### src/hw/gpre_defs.vh
// Constants for the graphics port request enqueue master
`ifndef GPRE_DEFS_VH
`define GPRE_DEFS_VH

// ****************************************************************
// Transfer rates
// ****************************************************************
`define GPRE_RATE_1X 2'h0
`define GPRE_RATE_2X 2'h1
`define GPRE_RATE_4X 2'h2

// ****************************************************************
// Sideband encodings
// ****************************************************************
`define GPRE_SBA_IDLE 16'hFFFF
`define GPRE_SBA_IDLE_1X 8'hFF
`define GPRE_OP_T1 1'h0
`define GPRE_OP_T2 2'h2
`define GPRE_OP_T3 3'h6
`define GPRE_OP_T4 4'hE
`define GPRE_SBA_RSV 1'h0
`define GPRE_EXT_ZERO 4'h0

// Command type codes carried beside a built word
`define GPRE_TY_T1 2'h0
`define GPRE_TY_T2 2'h1
`define GPRE_TY_T3 2'h2
`define GPRE_TY_T4 2'h3

// ****************************************************************
// Request word layout: address, bus command, length
// ****************************************************************
`define GPRE_ADDR_W 48
`define GPRE_CMD_W 4
`define GPRE_LEN_W 3
`define GPRE_REQ_W 55
`define GPRE_ADDR_MSB 54
`define GPRE_ADDR_LSB 7
`define GPRE_CMD_MSB 6
`define GPRE_CMD_LSB 3
`define GPRE_LEN_MSB 2
`define GPRE_LEN_LSB 0

// ****************************************************************
// Timing
// ****************************************************************
`define GPRE_SYS_PERIOD_PS 5000
`define GPRE_STB2X_STEP_PS 15000
`define GPRE_STB4X_STEP_PS 10000
`define GPRE_STB2X_STEP_CYC ((`GPRE_STB2X_STEP_PS / `GPRE_SYS_PERIOD_PS) < 1 ? 1 : \
  (`GPRE_STB2X_STEP_PS / `GPRE_SYS_PERIOD_PS))
`define GPRE_STB4X_STEP_CYC ((`GPRE_STB4X_STEP_PS / `GPRE_SYS_PERIOD_PS) < 1 ? 1 : \
  (`GPRE_STB4X_STEP_PS / `GPRE_SYS_PERIOD_PS))

`endif

### src/hw/gpre_master.v
// Graphics port request enqueue master: sideband port and pipelined bus path
// ****************************************************************
// ****************************************************************
`timescale 1ns/10ps
`include "gpre_defs.vh"
module gpre_master (
  // Clock and reset
  input wire sys_clk,
  input wire reset,
  // Configuration
  input wire sba_enable,
  input wire [1:0] rate_sel,
  input wire ext_addr_enable,
  input wire [7:0] rq_depth,
  input wire slot_release,
  // Request stream
  input wire req_valid,
  output wire req_ready,
  input wire [47:0] req_addr,
  input wire [3:0] req_cmd,
  input wire [2:0] req_len,
  // Link clock and grant from the target
  input wire link_clk,
  input wire gnt_n,
  // Sideband port
  output reg [7:0] sba_out,
  output wire sba_oe,
  output reg sb_stb_out,
  output wire sb_stb_oe,
  output reg sb_stb_n_out,
  output wire sb_stb_n_oe,
  // Multiplexed bus path
  output reg [31:0] ad_out,
  output reg ad_oe,
  output reg [3:0] cbe_n_out,
  output reg cbe_oe,
  output reg pipe_n,
  output reg req_n,
  // Status
  output reg [7:0] outstanding_reg
);

  localparam [3:0] AD_IDLE = 4'h1;
  localparam [3:0] AD_REQ = 4'h2;
  localparam [3:0] AD_PIPE = 4'h4;
  localparam [3:0] AD_TURN = 4'h8;
  localparam integer STEP_2X_CYC = `GPRE_STB2X_STEP_CYC;
  localparam integer STEP_4X_CYC = `GPRE_STB4X_STEP_CYC;
  localparam [3:0] STEP_2X = STEP_2X_CYC[3:0];
  localparam [3:0] STEP_4X = STEP_4X_CYC[3:0];

  // ****************************************************************
  // Builds the next sideband word from a request and the sticky copies
  // ****************************************************************
  function [17:0] gpre_next_word;
    input [47:0] a;
    input [3:0] c;
    input [2:0] l;
    input [12:0] s2;
    input [11:0] s3;
    input [11:0] s4;
    input [2:0] v;
    input ext;
    reg [11:0] a3;
    begin
      a3 = ext ? a[35:24] : {`GPRE_EXT_ZERO, a[31:24]};
      if (ext && (!v[2] || a[47:36] != s4)) begin
        gpre_next_word = {`GPRE_TY_T4, `GPRE_OP_T4, a[39:36], a[47:40]};
      end else if (!v[1] || a3 != s3) begin
        gpre_next_word = {`GPRE_TY_T3, `GPRE_OP_T3, `GPRE_SBA_RSV, a3};
      end else if (!v[0] || {c, a[23:15]} != s2) begin
        gpre_next_word = {`GPRE_TY_T2, `GPRE_OP_T2, c, `GPRE_SBA_RSV, a[15], a[23:16]};
      end else begin
        gpre_next_word = {`GPRE_TY_T1, `GPRE_OP_T1, a[14:3], l};
      end
    end
  endfunction

  // ****************************************************************
  // Pin synchronisers and clock edge detect
  // ****************************************************************
  reg lclk_s1_reg;
  reg lclk_s2_reg;
  reg lclk_s3_reg;
  reg gnt_s1_reg;
  reg gnt_s2_reg;
  wire clk_rise;
  wire granted;

  always @(posedge sys_clk) begin
    if (reset) begin
      // High at reset so a high link clock gives no false rising edge
      lclk_s1_reg <= 1'b1;
      lclk_s2_reg <= 1'b1;
      lclk_s3_reg <= 1'b1;
      gnt_s1_reg <= 1'b1;
      gnt_s2_reg <= 1'b1;
    end else begin
      lclk_s1_reg <= link_clk;
      lclk_s2_reg <= lclk_s1_reg;
      lclk_s3_reg <= lclk_s2_reg;
      gnt_s1_reg <= gnt_n;
      gnt_s2_reg <= gnt_s1_reg;
    end
  end

  assign clk_rise = lclk_s2_reg & ~lclk_s3_reg;
  assign granted = ~gnt_s2_reg;

  // ****************************************************************
  // Request buffer and slot accounting
  // ****************************************************************
  wire buf_valid;
  wire [54:0] buf_data;
  wire [1:0] buf_count;
  wire pop;
  wire sba_pop;
  wire ad_pop;
  wire slot_ok;
  wire slot_after;
  wire [47:0] h_addr;
  wire [3:0] h_cmd;
  wire [2:0] h_len;

  gpre_buf2 u_buf (
    .sys_clk(sys_clk),
    .reset(reset),
    .in_valid(req_valid),
    .in_ready(req_ready),
    .in_data({req_addr, req_cmd, req_len}),
    .out_valid(buf_valid),
    .out_ready(pop),
    .out_data(buf_data),
    .count(buf_count)
  );

  assign h_addr = buf_data[`GPRE_ADDR_MSB:`GPRE_ADDR_LSB];
  assign h_cmd = buf_data[`GPRE_CMD_MSB:`GPRE_CMD_LSB];
  assign h_len = buf_data[`GPRE_LEN_MSB:`GPRE_LEN_LSB];
  assign pop = sba_pop | ad_pop;
  assign slot_ok = outstanding_reg < rq_depth;
  assign slot_after = ({1'b0, outstanding_reg} + 9'h001) < {1'b0, rq_depth};

  always @(posedge sys_clk) begin
    if (reset) begin
      outstanding_reg <= 8'h00;
    end else if (pop & ~slot_release) begin
      outstanding_reg <= outstanding_reg + 8'h01;
    end else if (slot_release & ~pop & (outstanding_reg != 8'h00)) begin
      outstanding_reg <= outstanding_reg - 8'h01;
    end
  end

  // ****************************************************************
  // Sideband word selection
  // ****************************************************************
  reg [12:0] sh2_reg;
  reg [11:0] sh3_reg;
  reg [11:0] sh4_reg;
  reg [2:0] shv_reg;
  reg [15:0] w0_reg;
  reg [15:0] w1_reg;
  reg half_reg;
  reg busy_reg;
  reg load_reg;
  reg t1_first_reg;
  reg [1:0] beat_reg;
  reg [3:0] step_reg;
  wire [17:0] fw;
  wire fw_t1;
  wire fetch_a;
  wire fetch_b;
  wire take;
  wire [15:0] word_sel;
  wire is_1x;
  wire is_4x;
  wire [11:0] h_a3;

  assign is_1x = (rate_sel == `GPRE_RATE_1X);
  assign is_4x = (rate_sel == `GPRE_RATE_4X);
  assign fw = gpre_next_word(h_addr, h_cmd, h_len, sh2_reg, sh3_reg, sh4_reg,
                             shv_reg, ext_addr_enable);
  assign fw_t1 = (fw[17:16] == `GPRE_TY_T1);
  assign h_a3 = fw[11:0];
  // Words start only at a clock edge, or mid-clock for the second 4x word
  assign fetch_a = sba_enable & clk_rise & ~(is_1x & half_reg);
  assign fetch_b = sba_enable & is_4x & busy_reg & load_reg & (beat_reg == 2'h2);
  assign take = (fetch_a | fetch_b) & buf_valid & (~fw_t1 | slot_ok) &
                ~(fetch_b & t1_first_reg & fw_t1);
  assign word_sel = take ? fw[15:0] : `GPRE_SBA_IDLE;
  assign sba_pop = take & fw_t1;

  // Sticky copies mirror what the target holds
  always @(posedge sys_clk) begin
    if (reset) begin
      sh2_reg <= 13'h0000;
      sh3_reg <= 12'h000;
      sh4_reg <= 12'h000;
      shv_reg <= 3'h0;
    end else if (~sba_enable) begin
      shv_reg <= 3'h0;
    end else if (take) begin
      case (fw[17:16])
        `GPRE_TY_T4: begin
          sh4_reg <= h_addr[47:36];
          shv_reg[2] <= 1'b1;
        end
        `GPRE_TY_T3: begin
          sh3_reg <= h_a3;
          shv_reg[1] <= 1'b1;
        end
        `GPRE_TY_T2: begin
          sh2_reg <= {h_cmd, h_addr[23:15]};
          shv_reg[0] <= 1'b1;
        end
        default: begin
          shv_reg <= shv_reg;
        end
      endcase
    end
  end

  // ****************************************************************
  // Sideband serialiser and strobes
  // ****************************************************************
  assign sba_oe = 1'b1;
  assign sb_stb_oe = ~is_1x;
  assign sb_stb_n_oe = is_4x;

  always @(posedge sys_clk) begin
    if (reset) begin
      sba_out <= `GPRE_SBA_IDLE_1X;
      sb_stb_out <= 1'b1;
      sb_stb_n_out <= 1'b0;
      w0_reg <= `GPRE_SBA_IDLE;
      w1_reg <= `GPRE_SBA_IDLE;
      half_reg <= 1'b0;
      busy_reg <= 1'b0;
      load_reg <= 1'b0;
      t1_first_reg <= 1'b0;
      beat_reg <= 2'h0;
      step_reg <= 4'h0;
    end else if (is_1x) begin
      sb_stb_out <= 1'b1;
      sb_stb_n_out <= 1'b0;
      busy_reg <= 1'b0;
      load_reg <= 1'b0;
      if (clk_rise) begin
        if (half_reg) begin
          sba_out <= w0_reg[7:0];
          half_reg <= 1'b0;
        end else begin
          sba_out <= word_sel[15:8];
          w0_reg <= word_sel;
          half_reg <= take;
        end
      end
    end else if (clk_rise) begin
      // New clock period: first high half, strobes at idle level
      w0_reg <= word_sel;
      sba_out <= word_sel[15:8];
      t1_first_reg <= take & fw_t1;
      sb_stb_out <= 1'b1;
      sb_stb_n_out <= 1'b0;
      busy_reg <= 1'b1;
      load_reg <= 1'b0;
      beat_reg <= 2'h0;
      step_reg <= is_4x ? STEP_4X : STEP_2X;
      half_reg <= 1'b0;
    end else if (busy_reg) begin
      load_reg <= 1'b0;
      if (load_reg) begin
        case (beat_reg)
          2'h1: sba_out <= w0_reg[7:0];
          2'h2: begin
            w1_reg <= word_sel;
            sba_out <= word_sel[15:8];
          end
          default: sba_out <= w1_reg[7:0];
        endcase
      end
      if (step_reg == 4'h1) begin
        sb_stb_out <= ~sb_stb_out;
        if (is_4x) begin
          sb_stb_n_out <= ~sb_stb_n_out;
        end
        step_reg <= is_4x ? STEP_4X : STEP_2X;
        if (beat_reg == (is_4x ? 2'h3 : 2'h1)) begin
          busy_reg <= 1'b0;
        end else begin
          beat_reg <= beat_reg + 2'h1;
          load_reg <= 1'b1;
        end
      end else begin
        step_reg <= step_reg - 4'h1;
      end
    end
  end

  // ****************************************************************
  // Pipelined requests on the multiplexed bus
  // ****************************************************************
  reg [3:0] ad_state_reg;
  wire ad_go;
  wire ad_last;

  assign ad_go = clk_rise & (((ad_state_reg == AD_REQ) & granted) | (ad_state_reg == AD_PIPE));
  assign ad_pop = ad_go;
  assign ad_last = ~((buf_count == 2'h2) & slot_after);

  always @(posedge sys_clk) begin
    if (reset) begin
      ad_state_reg <= AD_IDLE;
      ad_out <= 32'h0000_0000;
      ad_oe <= 1'b0;
      cbe_n_out <= 4'hF;
      cbe_oe <= 1'b0;
      pipe_n <= 1'b1;
      req_n <= 1'b1;
    end else begin
      case (ad_state_reg)
        AD_IDLE: begin
          if (clk_rise & ~sba_enable & buf_valid & slot_ok) begin
            req_n <= 1'b0;
            ad_state_reg <= AD_REQ;
          end
        end
        AD_REQ, AD_PIPE: begin
          if (ad_go) begin
            ad_out <= {h_addr[31:3], h_len};
            cbe_n_out <= h_cmd;
            ad_oe <= 1'b1;
            cbe_oe <= 1'b1;
            pipe_n <= 1'b0;
            if (ad_last) begin
              req_n <= 1'b1;
              ad_state_reg <= AD_TURN;
            end else begin
              ad_state_reg <= AD_PIPE;
            end
          end
        end
        AD_TURN: begin
          if (clk_rise) begin
            pipe_n <= 1'b1;
            ad_oe <= 1'b0;
            cbe_oe <= 1'b0;
            ad_state_reg <= AD_IDLE;
          end
        end
        default: begin
          ad_state_reg <= AD_IDLE;
        end
      endcase
    end
  end

endmodule

### src/hw/gpre_buf2.v
// Two-entry request buffer with valid and ready on both sides
`timescale 1ns/10ps
module gpre_buf2 (
  // Clock and reset
  input wire sys_clk,
  input wire reset,
  // Filling side
  input wire in_valid,
  output wire in_ready,
  input wire [54:0] in_data,
  // Draining side
  output wire out_valid,
  input wire out_ready,
  output reg [54:0] out_data,
  output wire [1:0] count
);

  reg [54:0] mem_reg [0:1];
  reg wr_ptr_reg;
  reg rd_ptr_reg;
  reg [1:0] count_reg;
  wire push;
  wire pop;

  assign in_ready = (count_reg != 2'h2);
  assign out_valid = (count_reg != 2'h0);
  assign count = count_reg;
  assign push = in_valid & in_ready;
  assign pop = out_ready & out_valid;

  always @(posedge sys_clk) begin
    if (push) begin
      mem_reg[wr_ptr_reg] <= in_data;
    end
  end

  always @(posedge sys_clk) begin
    if (reset) begin
      wr_ptr_reg <= 1'b0;
      rd_ptr_reg <= 1'b0;
      count_reg <= 2'h0;
      out_data <= 55'h0;
    end else begin
      if (push) begin
        wr_ptr_reg <= ~wr_ptr_reg;
      end
      if (pop) begin
        rd_ptr_reg <= ~rd_ptr_reg;
      end
      if (push & ~pop) begin
        count_reg <= count_reg + 2'h1;
      end else if (pop & ~push) begin
        count_reg <= count_reg - 2'h1;
      end
      // Head word registered; bypass when the written word becomes the head (buffer empty, or its one entry popped)
      if (push & ((count_reg == 2'h0) | ((count_reg == 2'h1) & pop))) begin
        out_data <= in_data;
      end else if (pop) begin
        out_data <= mem_reg[~rd_ptr_reg];
      end
    end
  end

endmodule

### config.mk
export PLATFORM = sky130hd
export DESIGN_NAME = gpre_master
export DESIGN_NICKNAME = d
export VERILOG_FILES = /design/src/hw/gpre_master.v /design/src/hw/gpre_buf2.v
export VERILOG_INCLUDE_DIRS = /design/src /design/src/hw
export SDC_FILE = /design/constraint.sdc
export NUM_CORES = 1
export LEC_CHECK = 0
export BUFFER_PORTS_ARGS = -buffer_cell sky130_fd_sc_hd__buf_2
export CORE_MARGIN = 2
export CORE_UTILIZATION = 35
export DETAILED_ROUTE_END_ITERATION = 10
export PLACE_DENSITY_LB_ADDON = 0.25
export RECOVER_POWER = 25
export SLEW_MARGIN = 10
export SYNTH_ARGS = -nofsm -noshare
export SYNTH_HDL_FRONTEND = slang
export SYNTH_SLANG_ARGS = --single-unit
### constraint.sdc
create_clock -name sys_clk -period 7.3 [get_ports sys_clk]
set_clock_uncertainty 0.2 [all_clocks]
set_input_delay 0.365 -clock sys_clk [delete_from_list [all_inputs] [get_ports sys_clk]]
set_output_delay 0.365 -clock sys_clk [all_outputs]
set_load 0.03 [all_outputs]
## Yosys cells after proc, flatten, opt, wreduce, memory -nomap -nowiden

Memories as Yosys holds them, arrays and structs flattened.
Cells that the tools add are included.
W data, S select, Z words.

- Output and inout bits: 62
- Word-level logic and storage cells: 216
- RAM bits: 110
- Bits in registers: 191
- Memories kept: 1
- Input bits: 73

Memories:

| memory | words | width | rd ports | clocked after memory_dff | wr ports | line | source |
|---|---|---|---|---|---|---|---|
| u_buf.mem_reg | 2 | 55 | 1 | 0 | 1 | gpre_buf2.v:18 | `reg [54:0] mem_reg [0:1];` |

- Bitwise operators: 50
- $lt $le $gt $ge: 2
- Mux-type cells: 56
- Equality and inequality tests: 25
- Add/subtract/negate cells: 7
- Reductions and logical operators: 42

Operators by type and width:

| operator | count |
|---|---|
| $mux W55 | 2 |
| $mux W8 | 12 |
| $mux W18 | 2 |
| $and A1 B1 Y1 | 29 |
| $mux W4 | 7 |
| $ne A12 B12 Y1 | 2 |
| $reduce_and A3 Y1 | 7 |
| $mux W1 | 18 |
| $reduce_bool A2 Y1 | 9 |
| $mux W17 | 1 |
| $mux W16 | 1 |
| $ne A2 B2 Y1 const B | 8 |
| $not A1 Y1 | 16 |
| $pmux W8 S2 | 1 |
| $reduce_and A2 Y1 | 8 |
| $mux W2 | 7 |
| $ne A13 B13 Y1 | 1 |
| $mux W12 | 1 |
| $pmux W4 S3 | 1 |
| $eq A2 B2 Y1 const B | 5 |
| $add A8 B1 Y9 const B | 1 |
| $lt A9 B8 Y1 | 1 |
| $add A8 B1 Y8 const B | 1 |
| $eq A4 B1 Y1 const B | 2 |
| 21 further kinds | 39 |

## Depth between registers and ports, before layout

Gate-level depths: netlist of run 1.

- Depth in word-level cells: 17
- Mapped depth: 17
- Depth with buffers taken out: 17

## Modules after synthesis

Synthesis of run 1 repeated with hierarchy kept, for this count alone.

- Cell total of the unflattened synthesis: 1,261
- Area total of the unflattened synthesis: 13,719.4 um2

Modules (own cells, without submodules):

| module | times used | area an instance (um2) | sequential area each (um2) | cells each |
|---|---|---|---|---|
| gpre_master | 1 | 7,175.6 | 2,642.5 | 877 |
| gpre_buf2 | 1 | 6,543.8 | 4,484.3 | 384 |

## Worst setup path after synthesis of run 1

Ideal clock, no wire load.

- Path kind: register to register
- From: register outstanding_reg[2]
- To: register outstanding_reg[7]
- Period minus slack after synthesis: 4.175 ns
- Slack: 3.125 ns
- Setup time: 0.121 ns
- Required time: 6.979 ns
- Buffers on the path: 0
- Arrival: 3.854 ns
- Stages on the path, launching flop included: 16
- Path through: dfxtp_1 > ha_1 > or3_1 > a21oi_1 > o31ai_2 > nor4b_4 > a31o_2 > nand2b_1 > ha_1 > a21oi_1 > a21boi_0 > o21ai_0 > a21oi_1 > o21ba_2 > a32oi_1 > mux2_2

- Longest elaborated chain between the ends: 10
- Elaborated cells between the ends (all ways): 16
- Classes of those cells: 2 x add/sub; 1 x order compare; 2 x mux; 9 x bitwise; 2 x reduce/logical

RTL lines:

| item | line | source |
|---|---|---|
| start: declaration | gpre_master.v:40 | `output reg [7:0] outstanding_reg` |
| start signal: assignment | gpre_master.v:148 | `outstanding_reg <= outstanding_reg + 8'h01;` |
| start signal: assignment | gpre_master.v:150 | `outstanding_reg <= outstanding_reg - 8'h01;` |
| $lt A8 B8 Y1 | gpre_master.v:141 | `assign slot_ok = outstanding_reg < rq_depth;` |
| $or A1 B1 Y1 | gpre_master.v:188 | `assign take = (fetch_a \| fetch_b) & buf_valid & (~fw_t1 \| slot_ok) &` |
| $and A1 B1 Y1 (2 in a row) | gpre_master.v:188 |  |
| $and A1 B1 Y1 | gpre_master.v:191 | `assign sba_pop = take & fw_t1;` |
| $or A1 B1 Y1 | gpre_master.v:140 | `assign pop = sba_pop \| ad_pop;` |
| $not A1 Y1 | gpre_master.v:149 | `end else if (slot_release & ~pop & (outstanding_reg != 8'h00)) begin` |
| $and A1 B1 Y1 (2 in a row) | gpre_master.v:149 |  |
| $reduce_bool A2 Y1 (no source line) | - |  |

Several ways; a longest one is shown, not always the timed one. The select of a mux whose other input is x is not followed.
A chain may end at the register's enable or synchronous reset.

==> summary by stage, run 1 <==
Outcome
The flow ran to the end, but the final reports show violations. The checks that failed: max-capacitance violations, max-slew violations.

STA
The post-layout minimum cycle time is 4.72 ns. The relative max-transition margin is -111%. For the pin with the worst max-slew slack, the measured transition is 3.17 ns. Setup total negative slack on the finished layout was measured at 0 ns. The count of pins over their slew limit came to 70. The hold slack is 0.0363 ns. The total count of hold-check failures in the final report is 0. Setup repair after global routing left no endpoint under its margin. The count of endpoints failing setup in the final report is 0.

Of the available clock period, the critical path in the final layout requires 64.7%. Derived from the worst setup path, the maximum achievable clock frequency is 0.212 GHz.

Synthesis
Among all cell types in the netlist, the one instantiated most often is dfxtp_1. The most frequently used flop master after synthesis is dfxtp_1. After synthesis the cells add up to 13,400 um2. The count of flip-flops with a built-in enable after synthesis is 104.

Of the post-synthesis cell area, the dominant cell type holds 28.1%. In this run, synthesis produced a sequential element count of 292. The net count after synthesis is 1,481. After synthesis, the cell types taking the most area are dfxtp_1 (28%), edfxtp_1 (23%), mux2i_1 (8.9%).

Of all flip-flops after synthesis, the portion carrying an async set or reset was 0%. Sequential cells were found to cover 51.3% of the synthesized design area. Synthesis handed over a netlist of 1,376 instances. Of all cell types, the one taking the most synthesized area is dfxtp_1. The total of warnings raised by yosys is 0. Synthesis instantiated 70 different standard cells from the library.

Each instance of the synthesized netlist takes up on average 9.75 um2. Counting instances in the post-synthesis netlist gives the leading cell types as dfxtp_1 (188), a21oi_1 (179), nor2_1 (147).

Die
135 I/O pins were placed. Row generation in the floorplan step produced 71 rows. For this configuration, the core starts out at a cell density of 35.6%. The height of the die is 200 um. The floorplan step defined a die boundary enclosing 39,900 um2. The overall die width is 200 um. The core region is 37,700 um2.

Route
Before antenna repair, the detailed router went through 5 iterations. The via density per instance is 5.08. After detailed routing, the average wire length per cell comes to 17.0 um. The count of nets left with antenna violations once routing finished came out at 0. The DRC violation count after routing is 0. The total wire length after detailed routing is 34,900 um. The via count of the routed design is 10,470. The first routing iteration left 494 violations.

GRT
The via count of the first global-routing pass was 10,167. Global routing used 17.4% of the available tracks across all layers. Entering global routing, the biggest net connects 105 pins.

The first global-routing pass estimated 54,700 um of wire. For this run the aggregate overflow at the end of global routing stands at 0. The number of antenna violations at the first check in global routing is 1.

Layout
The fraction of layout cells with a size suffix above 1 is 11.0%. The total inserted antenna cells is 0. Relative to the synthesized area, the layout overhead comes to 19.5%. The number of flip-flops under the largest register name is 104. After the last flow step, the layout net total stands at 1,627. The count of cells in the finished layout, fillers not included, comes to 2,059.

Clock tree
The H-tree depth reported by CTS is 2. TritonCTS created 35 clock buffers. The number of setup buffers added after CTS is 0. The clock passes through at most 3 buffers. CTS saw 292 sinks. CTS placed an instance of clkbuf_16 at the clock tree root. The count of instances resized after the clock tree is built is 0. The worst-skew pair later-pin latency is 0.52 ns. The clock transition time at the flip-flop clock pins of the worst setup and hold paths is 0.05 ns. TritonCTS built the clock tree.

The hold buffer count at CTS is 54.

Critical path
Counting cells, the worst reg-to-reg path comes to 15. The endpoint required time on the critical path is 7.53 ns. The critical path in this run is classified as in -> reg. The data arrival time at the worst-slack endpoint is 4.95 ns. The worst setup path is launched from an input pin. Along the worst path, the maximum fanout reaches 69.

The kind of end point of the critical path is a register.

Placed design
Input and output buffers added on the ports amount to 130. After legalization and detailed placement, the total HPWL measured 23,200 um. Counting tap cells, the placed design contains a total of 1,942 instances. The congestion estimate from routability-driven global placement came to 0.833.

Pwr
Summed over all cells, the static leakage comes to 5.78 nW. The largest voltage drop on the vdd net is 0.187 mV. The power per cell area is 290 nW/um2.

Flow run
The tool flagged a number of max-cap violations equal to 1.

Min path
The min-delay analysis places its worst path in the category in -> reg. The number of cells on the worst hold path is 4.
-- area by class of cell --
type	instances	area, um2
Inverter	31	116
Timing Repair Buffer	197	1220
Tap cell	511	639
Clock inverter	13	77.6
Sequential cell	292	6890
Multi-Input combinational cell	965	6070
Clock buffer	50	1010
Fill cell	3821	21600
-- per-stage QoR --
stage	util [%]	setup WS (ns)	power (W)	cell area [um2]
3_5_place_dp	38.4	2.69	0.00303	14500
6_report	42.5	2.58	0.00464	16000
5_1_grt	42.5	2.11	0.00490	16000
3_3_place_gp	38.4	2.77	0.00300	14500
2_1_floorplan	-	3.12	0.00274	13400
4_1_cts	42.7	2.69	0.00471	16100
-- critical path, cell delays in order --
cell      delay [ns]
clkbuf_1        2.18
inv_1           1.31
o21ai_1         0.81
nor2_1          0.09
a21oi_1         0.15
-- metal layers --
| layer | GRT usage, % | vias to the layer above | share of wire, % |
|---|---|---|---|
| met3 | 3.49 | 56 | 5.3 |
| li1 | - | 5182 | - |
| met2 | 29.1 | 249 | 47 |
| met1 | 22.6 | 4983 | 45 |
| met5 | 0 | - | 0 |
| met4 | 5.40 | 0 | 2.4 |
-- power breakdown --
group	switching (W)	internal [W]
clock	0.000669	0.000969
sequential	0.000164	0.00184
combinational	0.000595	0.000402
total	0.00143	0.00321
-- path summary, 6_finish.rpt --
path / start / endpoint / slack [ns]
setup / recovery: reset / w1_reg[2]$_SDFFE_PP1P_ / 2.58
hold / removal: rate_sel[0] / sba_out[7]$_SDFFE_PP1P_ / 0.04
setup reg to reg: outstanding_reg[2]$_SDFFE_PP0P_ / outstanding_reg[7]$_SDFFE_PP0P_ / 2.72
hold reg to reg: lclk_s1_reg$_SDFF_PP1_ / lclk_s2_reg$_SDFF_PP1_ / 0.22
-- logic make-up (layout without fill, tap and decap cells) --
| family | Yosys count | after routing | synth area share (%) |
|---|---|---|---|
| and+or+nand+nor | 412 | 412 | 14.6 |
| AOI/OAI and AO/OA | 347 | 347 | 14.7 |
| DFF | 292 | 292 | 51.3 |
| muxes | 122 | 122 | 9.13 |
| buffers and inverters | 119 | 291 | 3.82 |
| xor gates and xnor gates | 51 | 51 | 3.33 |
| adders and majority gates | 32 | 32 | 3.04 |
| other | 1 | 1 | 0.0280 |
-- layout by cell type (no fill, tap or decap), types with 4 or more instances in the layout --
master           n
nor3_1           9
xnor2_1         37
clkinv_2         4
nor2b_1          7
a21oi_1        179
clkbuf_8         6
clkinv_1         4
dfxtp_1        187
nand2b_1         8
nand3_1         18
edfxtp_1       104
or3_1           57
ha_1            31
xor2_1          14
or2_2            9
clkbuf_16       36
a31oi_1          5
buf_2           72
nand4_1          8
o211ai_1         4
nor2_1         144
clkbuf_1        66
buf_4           13
and3_1           8
a21o_1           5
o21ai_0         99
nand2_1        114
a21boi_0         4
a211oi_1         6
inv_1           30
mux2i_1        119
o21a_1           8
dlygate4sd3_1   54
Note: power is estimated with default switching activity, not from simulation.
==> inputs of run 2 (changes only) <==
==> constraint.sdc (replaced) <==
create_clock -name sys_clk -period 4.31 [get_ports sys_clk]
set_clock_uncertainty 0.2 [all_clocks]
set_input_delay 0.2155 -clock sys_clk [delete_from_list [all_inputs] [get_ports sys_clk]]
set_output_delay 0.2155 -clock sys_clk [all_outputs]
set_load 0.03 [all_outputs]
==> run 2 against run 1 <==
The run now ends clean. First-iteration DRC count increased by 31%. Combinational power increased by 91%. Via count increased by 0.58%. Power increased by 75%. Non-clock buffer count increased by 33. Flip-flop and latch count unchanged. Sequential power increased by 66%. Highest routed layer unchanged.
==> summary by stage, run 2 (synthesis results as in run 1) <==
STA
The count of pins over their slew limit was 0 (-100%). The slack of the critical path is 0.300 ns (-2.28 ns). The relative max-transition margin is 31.6% (+140 points). Setup repair after global routing left no endpoint under its margin. Subtracting the final worst setup slack from the clock period gives 4.01 ns. The total count of hold-check failures in the final report is 0 (unchanged).

The transition time of the tightest slew-check pin is 1.02 ns (-2.15 ns). The count of endpoints failing setup in the final report is 0 (unchanged). The hold slack is 0.0496 ns (+0.0133 ns). The share of the cycle needed by the critical path after routing is 93.0%. The post-route setup TNS is 0 ns (unchanged).

The upper clock frequency limit is 0.249 GHz.

GRT
The via count of the first global-routing pass was 10,592 (+4.2%). The number of antenna violations at the first check in global routing is 0 (-1). The wire length of the first global-routing pass is 56,600 um (+3.6%). The total routing resource utilization after global routing is 18.1% (+0.67 points). The remaining global-route overflow is 0 (unchanged). The pin count of the biggest net entering global routing came to 105 (unchanged).

Clock tree
TritonCTS built the clock tree. The number of buffers created by CTS is 35 (unchanged). The tree is rooted in a clkbuf_16. The H-tree depth reported by CTS is 2 (unchanged). The clock transition time at the flip-flop clock pins of the worst setup and hold paths is 0.06 ns (about the same). The worst-skew pair later-pin latency was 0.53 ns (about the same). The post-CTS repair timing setup buffer count is 0 (unchanged). The clock sink count is 292 (unchanged). The worst-case clock buffer depth is 3 (unchanged).

Die
The placeable core area is 37,700 um2 (unchanged). The starting density of the core was 35.6% (unchanged). The full die area is 39,900 um2 (unchanged). The number of primary I/O pins is 135 (unchanged). The standard-cell row count came to 71 (unchanged). The height of the die is 200 um (unchanged). The overall die width is 200 um (unchanged).

Layout
The top cell types in the final layout, fill and taps aside, are dfxtp_1 (187), a21oi_1 (179), nor2_1 (144), mux2i_1 (119), nand2_1 (114). The fraction of layout cells with a size suffix above 1 came to 12.7% (+1.7 points). The filler cell count was 3,781 (-1.0%).

The number of flip-flops under the largest register name is 104 (unchanged). The total inserted antenna cells is 0 (unchanged). Leaving out fill and tap cells, the most frequent cell in the layout is dfxtp_1. The area growth from synthesis to layout is 22.3%. The post-layout net count was 1,660 (+2.0%).

Route
The DRC violation count after routing came to 0 (unchanged). The number of DRC markers in iteration 0 is 647 (+31%). The total wire length after detailed routing was 35,600 um (+1.8%). The routed length per instance is 17.0 um (+0.17%). The via density per instance is 5.03 (-1.0%). The via count of the routed design is 10,531 (+0.58%). The number of routed nets with antenna violations is 0 (unchanged).

The number of detailed-route iterations in the first pass came to 7 (+2).

Critical path
The endpoint required time on the critical path is 4.51 ns (-3.02 ns). The largest fanout on the critical path is 8 (-88%). The startpoint class of the critical path is a register. The critical path is of the reg -> reg type. STA classifies the critical path endpoint as a register. The data arrival time at the worst-slack endpoint came to 4.21 ns (-0.74 ns).

Placed design
The routability-driven placement congestion ratio is 0.813 (-2.4%). The number of I/O port buffers is 130 (unchanged). The post-placement worst setup slack was 0.104 ns (-2.59 ns). The estimated wirelength of the detail-placed design came to 24,100 um (+3.9%).

Pwr
The largest voltage drop on the vdd net was 0.361 mV (+93%). The static leakage is 5.99 nW (+3.6%). The power per cell area is 496 nW/um2 (+71%).

Flow run
The number of max-cap violations is 0 (-1).

Outcome
The run finished with clean final reports.

Min path
The path type of the worst min-delay path is in -> reg.
-- run 2: cell types whose count changed in the layout (fill, tap and decap cells not counted), sizes merged --
cell,before,now
bufinv,0,2
clkbuf,108,106
clkinv,9,11
buf,85,113
inv,34,31
dlygate4sd3,54,60
-- run 2: worst max-delay path: stages, from the launching register on --
cell and delay [ns]:
dfxtp_1 0.31, ha_1 0.18, or4_1 0.55, a21oi_2 0.14, o31ai_2 0.13, nor4b_4 0.29
a31o_2 0.23, nand2b_2 0.15, ha_1 0.34, a21oi_1 0.20, a21boi_0 0.14, o21ai_1 0.18
a21oi_1 0.11, o21ba_2 0.21, a32oi_1 0.18, mux2_2 0.35
-- run 2: path summary, 6_finish.rpt --
check	slack [ns]	endpoint	cells past startpoint	startpoint
max	0.30	outstanding_reg[7]$_SDFFE_PP0P_	15	outstanding_reg[2]$_SDFFE_PP0P_
min reg2reg	0.22	lclk_s2_reg$_SDFF_PP1_	1	lclk_s1_reg$_SDFF_PP1_
min	0.05	beat_reg[0]$_SDFFE_PP0P_	2	reset
max reg2reg	0.30	outstanding_reg[7]$_SDFFE_PP0P_	15	outstanding_reg[2]$_SDFFE_PP0P_
-- run 2: cell type report --
class / count / area [um2] / area share, %
Timing Repair Buffer: 230 / 1550 / 9.42
Sequential cell: 292 / 6890 / 42.0
Inverter: 31 / 116 / 0.709
Tap cell: 511 / 639 / 3.90
Clock buffer: 49 / 1000 / 6.10
Clock inverter: 14 / 141 / 0.862
Multi-Input combinational cell: 965 / 6070 / 37.0
-- run 2: layer usage --
metal	vias up	global-route usage [%]	part of all wire (%)
met3	59	2.86	4.3
met5	-	0	0
li1	5241	-	-
met2	226	31.0	48
met1	5005	23.5	46
met4	0	5.13	2.4
-- run 2: timing repair --
action / in CTS / in global routing
endpoints found under the hold margin: 161 / 0
endpoints found under the setup margin: 0 / 2
hold buffers: 60 / 0
resized for setup: 0 / 2
-- run 2: metrics by stage --
stage | cell area [um2] | cells | total power (W) | util [%]
global route | 16400 | 2092 | 0.00858 | 43.5
global placement | 14700 | 1969 | 0.00520 | 39.1
finish | 16400 | 2092 | 0.00813 | 43.5
detailed placement | 14700 | 1969 | 0.00524 | 39.1
CTS | 16500 | 2092 | 0.00823 | 43.7
floorplan | 13400 | 1376 | 0.00464 | -
-- run 2: power breakdown --
part | internal [W] | switching [W]
Combinational | 0.000781 | 0.00111
Clock | 0.00175 | 0.00117
Sequential | 0.00312 | 0.000202
==> inputs of run 3 (changes only) <==
--- a/config.mk
+++ b/config.mk
@@ -8,7 +8,7 @@
 export LEC_CHECK = 0
 export BUFFER_PORTS_ARGS = -buffer_cell sky130_fd_sc_hd__buf_2
 export CORE_MARGIN = 2
-export CORE_UTILIZATION = 35
+export CORE_UTILIZATION = 36
 export DETAILED_ROUTE_END_ITERATION = 10
 export PLACE_DENSITY_LB_ADDON = 0.25
 export RECOVER_POWER = 25
==> run 3 against run 2 <==
Flip-flop and latch count stayed put. Critical path type unchanged. Die area decreased by 2.7%. Critical endpoint unchanged. Count of clock-buffer cells in the layout increased by 8.
==> summary by stage, run 3 (synthesis results as in run 1) <==
GRT
The pin count of the biggest net entering global routing came to 105 (unchanged). The wire length of the first global-routing pass is 55,600 um (-1.9%). The remaining global-route overflow was 0 (unchanged). The number of antenna violations at the first check in global routing came to 0 (unchanged). The total routing resource utilization after global routing is 17.9% (-0.17 points). The via count of the first global-routing pass is 10,212 (-3.6%).

Critical path
The reg2reg setup slack is 0.28 ns (-0.02 ns). The endpoint required time on the critical path came to 4.51 ns (about the same). The startpoint class of the critical path is a register. The type of the worst setup path is reg -> reg. The data arrival time at the worst-slack endpoint is 4.23 ns (+0.02 ns). The worst reg2reg path depth is 15 (unchanged). The largest fanout on the critical path was 4 (-4). The kind of end point of the critical path is a register.

The endpoint of the worst-slack reg-to-reg timing path is outstanding_reg[7]$_SDFFE_PP0P_. The beginning of the worst register-to-register path is outstanding_reg[3]$_SDFFE_PP0P_.

Layout
The number of flip-flops under the largest register name is 104 (unchanged). The total inserted antenna cells came to 0 (unchanged). The leading cell type in the layout, fill and taps excluded is dfxtp_1. The number of non-filler instances in the completed layout is 2,055 (-1.8%). The area growth from synthesis to layout is 22.2% (about the same). The final standard cell area without fillers is 16,400 um2 (about the same). The post-layout net count is 1,666 (+0.36%). The fraction of layout cells with a size suffix above 1 is 12.7% (+0.078 points).

The filler cell count is 3,564 (-5.7%). The library cells used most frequently in the layout, excluding fill and tap cells, are dfxtp_1 (187), a21oi_1 (179), nor2_1 (144), mux2i_1 (119), nand2_1 (114).

Route
The number of detailed-route iterations in the first pass is 5 (-2). The total wire length after detailed routing is 34,900 um (-1.8%). The routed length per instance came to 17.0 um (about the same). The number of DRC markers in iteration 0 is 666 (+2.9%). The via count of the routed design is 10,512 (-0.18%). The via density per instance is 5.12 (+1.6%).

The number of routed nets with antenna violations is 0 (unchanged). The DRC violation count after routing is 0 (unchanged).

Die
The placeable core area is 36,600 um2 (-2.8%). The starting density of the core was 36.6% (+1.0 points). The standard-cell row count is 70 (-1.4%). The overall die width is 197 um (-1.4%).

The number of primary I/O pins is 135 (unchanged). The height of the die is 197 um (-1.4%). The full die area was 38,800 um2 (-2.7%).

STA
The post-layout minimum cycle time is 4.03 ns (+0.0242 ns). The share of the cycle needed by the critical path after routing is 93.6% (+0.56 points). The relative max-transition margin is 35.7% (+4.2 points). The count of endpoints failing setup in the final report is 0 (unchanged).

The upper clock frequency limit was 0.248 GHz (-0.60%). Setup repair after global routing left no endpoint under its margin. The count of pins over their slew limit is 0 (unchanged).

The transition time of the tightest slew-check pin is 0.964 ns (-0.0545 ns). The total count of hold-check failures in the final report came to 0 (unchanged). The post-route setup TNS came to 0 ns (unchanged).

Placed design
The placed cell count is 1,933 (-1.8%). The routability-driven placement congestion ratio is 0.835 (+2.7%). The estimated wirelength of the detail-placed design is 24,100 um (about the same). The area of placed instances is 14,700 um2 (about the same). The number of I/O port buffers was 130 (unchanged).

Outcome
The flow ran to the end, and the final reports show no timing, DRC or antenna violations.

Pwr
The power per cell area is 498 nW/um2 (+0.42%). The largest voltage drop on the vdd net is 0.302 mV (-16%). The static leakage was 6.00 nW (+0.24%).

Min path
The number of cells on the worst hold path is 3 (+1). The worst hold path terminates at outstanding_reg[6]$_SDFFE_PP0P_. In this run the most critical hold path is launched from slot_release.

The min-delay analysis places its worst path in the category in -> reg.

Clock tree
The worst-case clock buffer depth came to 3 (unchanged). The H-tree depth reported by CTS is 2 (unchanged). The clock sink count is 292 (unchanged). The worst-skew pair later-pin latency is 0.52 ns (about the same). TritonCTS built the clock tree. The clock transition time at the flip-flop clock pins of the worst setup and hold paths is 0.06 ns (about the same). The post-CTS repair timing setup buffer count is 0 (unchanged). The root cell of the clock tree is clkbuf_16. The number of buffers created by CTS came to 35 (unchanged).

Flow run
The number of max-cap violations came to 0 (unchanged).
-- run 3: cell types whose count changed in the layout (fill, tap and decap cells not counted), sizes merged --
cell,previous run,this run
clkbuf,106,119
clkinv,11,3
buf,113,115
inv,31,33
bufinv,2,1
clkinvlp,1,0
dlygate4sd3,60,59
-- run 3: cell type report --
class                           count  area, um2  area share [%]
Inverter                           31        116           0.710
Sequential cell                   292       6890            42.0
Timing Repair Buffer              236       1570            9.57
Multi-Input combinational cell    965       6070            37.0
Clock inverter                      6       73.8           0.450
Clock buffer                       57       1090            6.65
Tap cell                          468        586            3.57
-- run 3: report_power, final --
part / internal [W] / switching (W)
clock network: 0.00180 / 0.00116
logic: 0.000780 / 0.00110
registers: 0.00312 / 0.000206
total: 0.00569 / 0.00247
-- run 3: what timing repair did --
action	in CTS	in global routing
setup endpoints to repair	0	2
gates resized for setup	0	3
hold endpoints to repair	157	0
hold buffers	59	0
-- run 3: routing by layer --
metal  wire length, um  global-route usage, %
met1             16400                   24.7
met2             16400                   29.6
met3              1530                   2.70
met4               584                   4.18
met5                 0                      0
-- run 3: per-stage QoR --
stage	setup slack (ns)	hold WS (ns)	total power, W	utilization [%]
floorplan	0.135	0.114	0.00464	-
global placement	0.229	0.203	0.00520	40.2
detailed placement	0.169	0.204	0.00523	40.2
CTS	0.183	0.0214	0.00825	45.0
global route	0.0376	0.0328	0.00860	44.8
finish	0.276	0.0351	0.00816	44.8
-- run 3: how the worst max path moves through the flow --
stage / from / endpoint / slack [ns] / cells after the start
after detailed placement: rq_depth[2] / outstanding_reg[7]$_SDFFE_PP0P_ / 0.17 / 17
final: outstanding_reg[3]$_SDFFE_PP0P_ / outstanding_reg[7]$_SDFFE_PP0P_ / 0.28 / 15
after floorplan: outstanding_reg[2]$_SDFFE_PP0P_ / outstanding_reg[7]$_SDFFE_PP0P_ / 0.13 / 15
after global routing: outstanding_reg[3]$_SDFFE_PP0P_ / outstanding_reg[7]$_SDFFE_PP0P_ / 0.04 / 15
after global placement: rq_depth[2] / outstanding_reg[7]$_SDFFE_PP0P_ / 0.23 / 17
after CTS: outstanding_reg[3]$_SDFFE_PP0P_ / outstanding_reg[7]$_SDFFE_PP0P_ / 0.18 / 15
-- run 3: worst max-delay path: stages (launching register included) --
cell and delay (ns):
dfxtp_1 0.32, ha_1 0.20, or4_1 0.52, a21oi_2 0.16, o31ai_2 0.13, nor4b_4 0.29
a31o_2 0.22, nand2b_1 0.13, ha_1 0.33, a21oi_1 0.23, a21boi_0 0.15, o21ai_1 0.18
a21oi_1 0.11, o21ba_2 0.22, a32oi_1 0.18, mux2_2 0.35
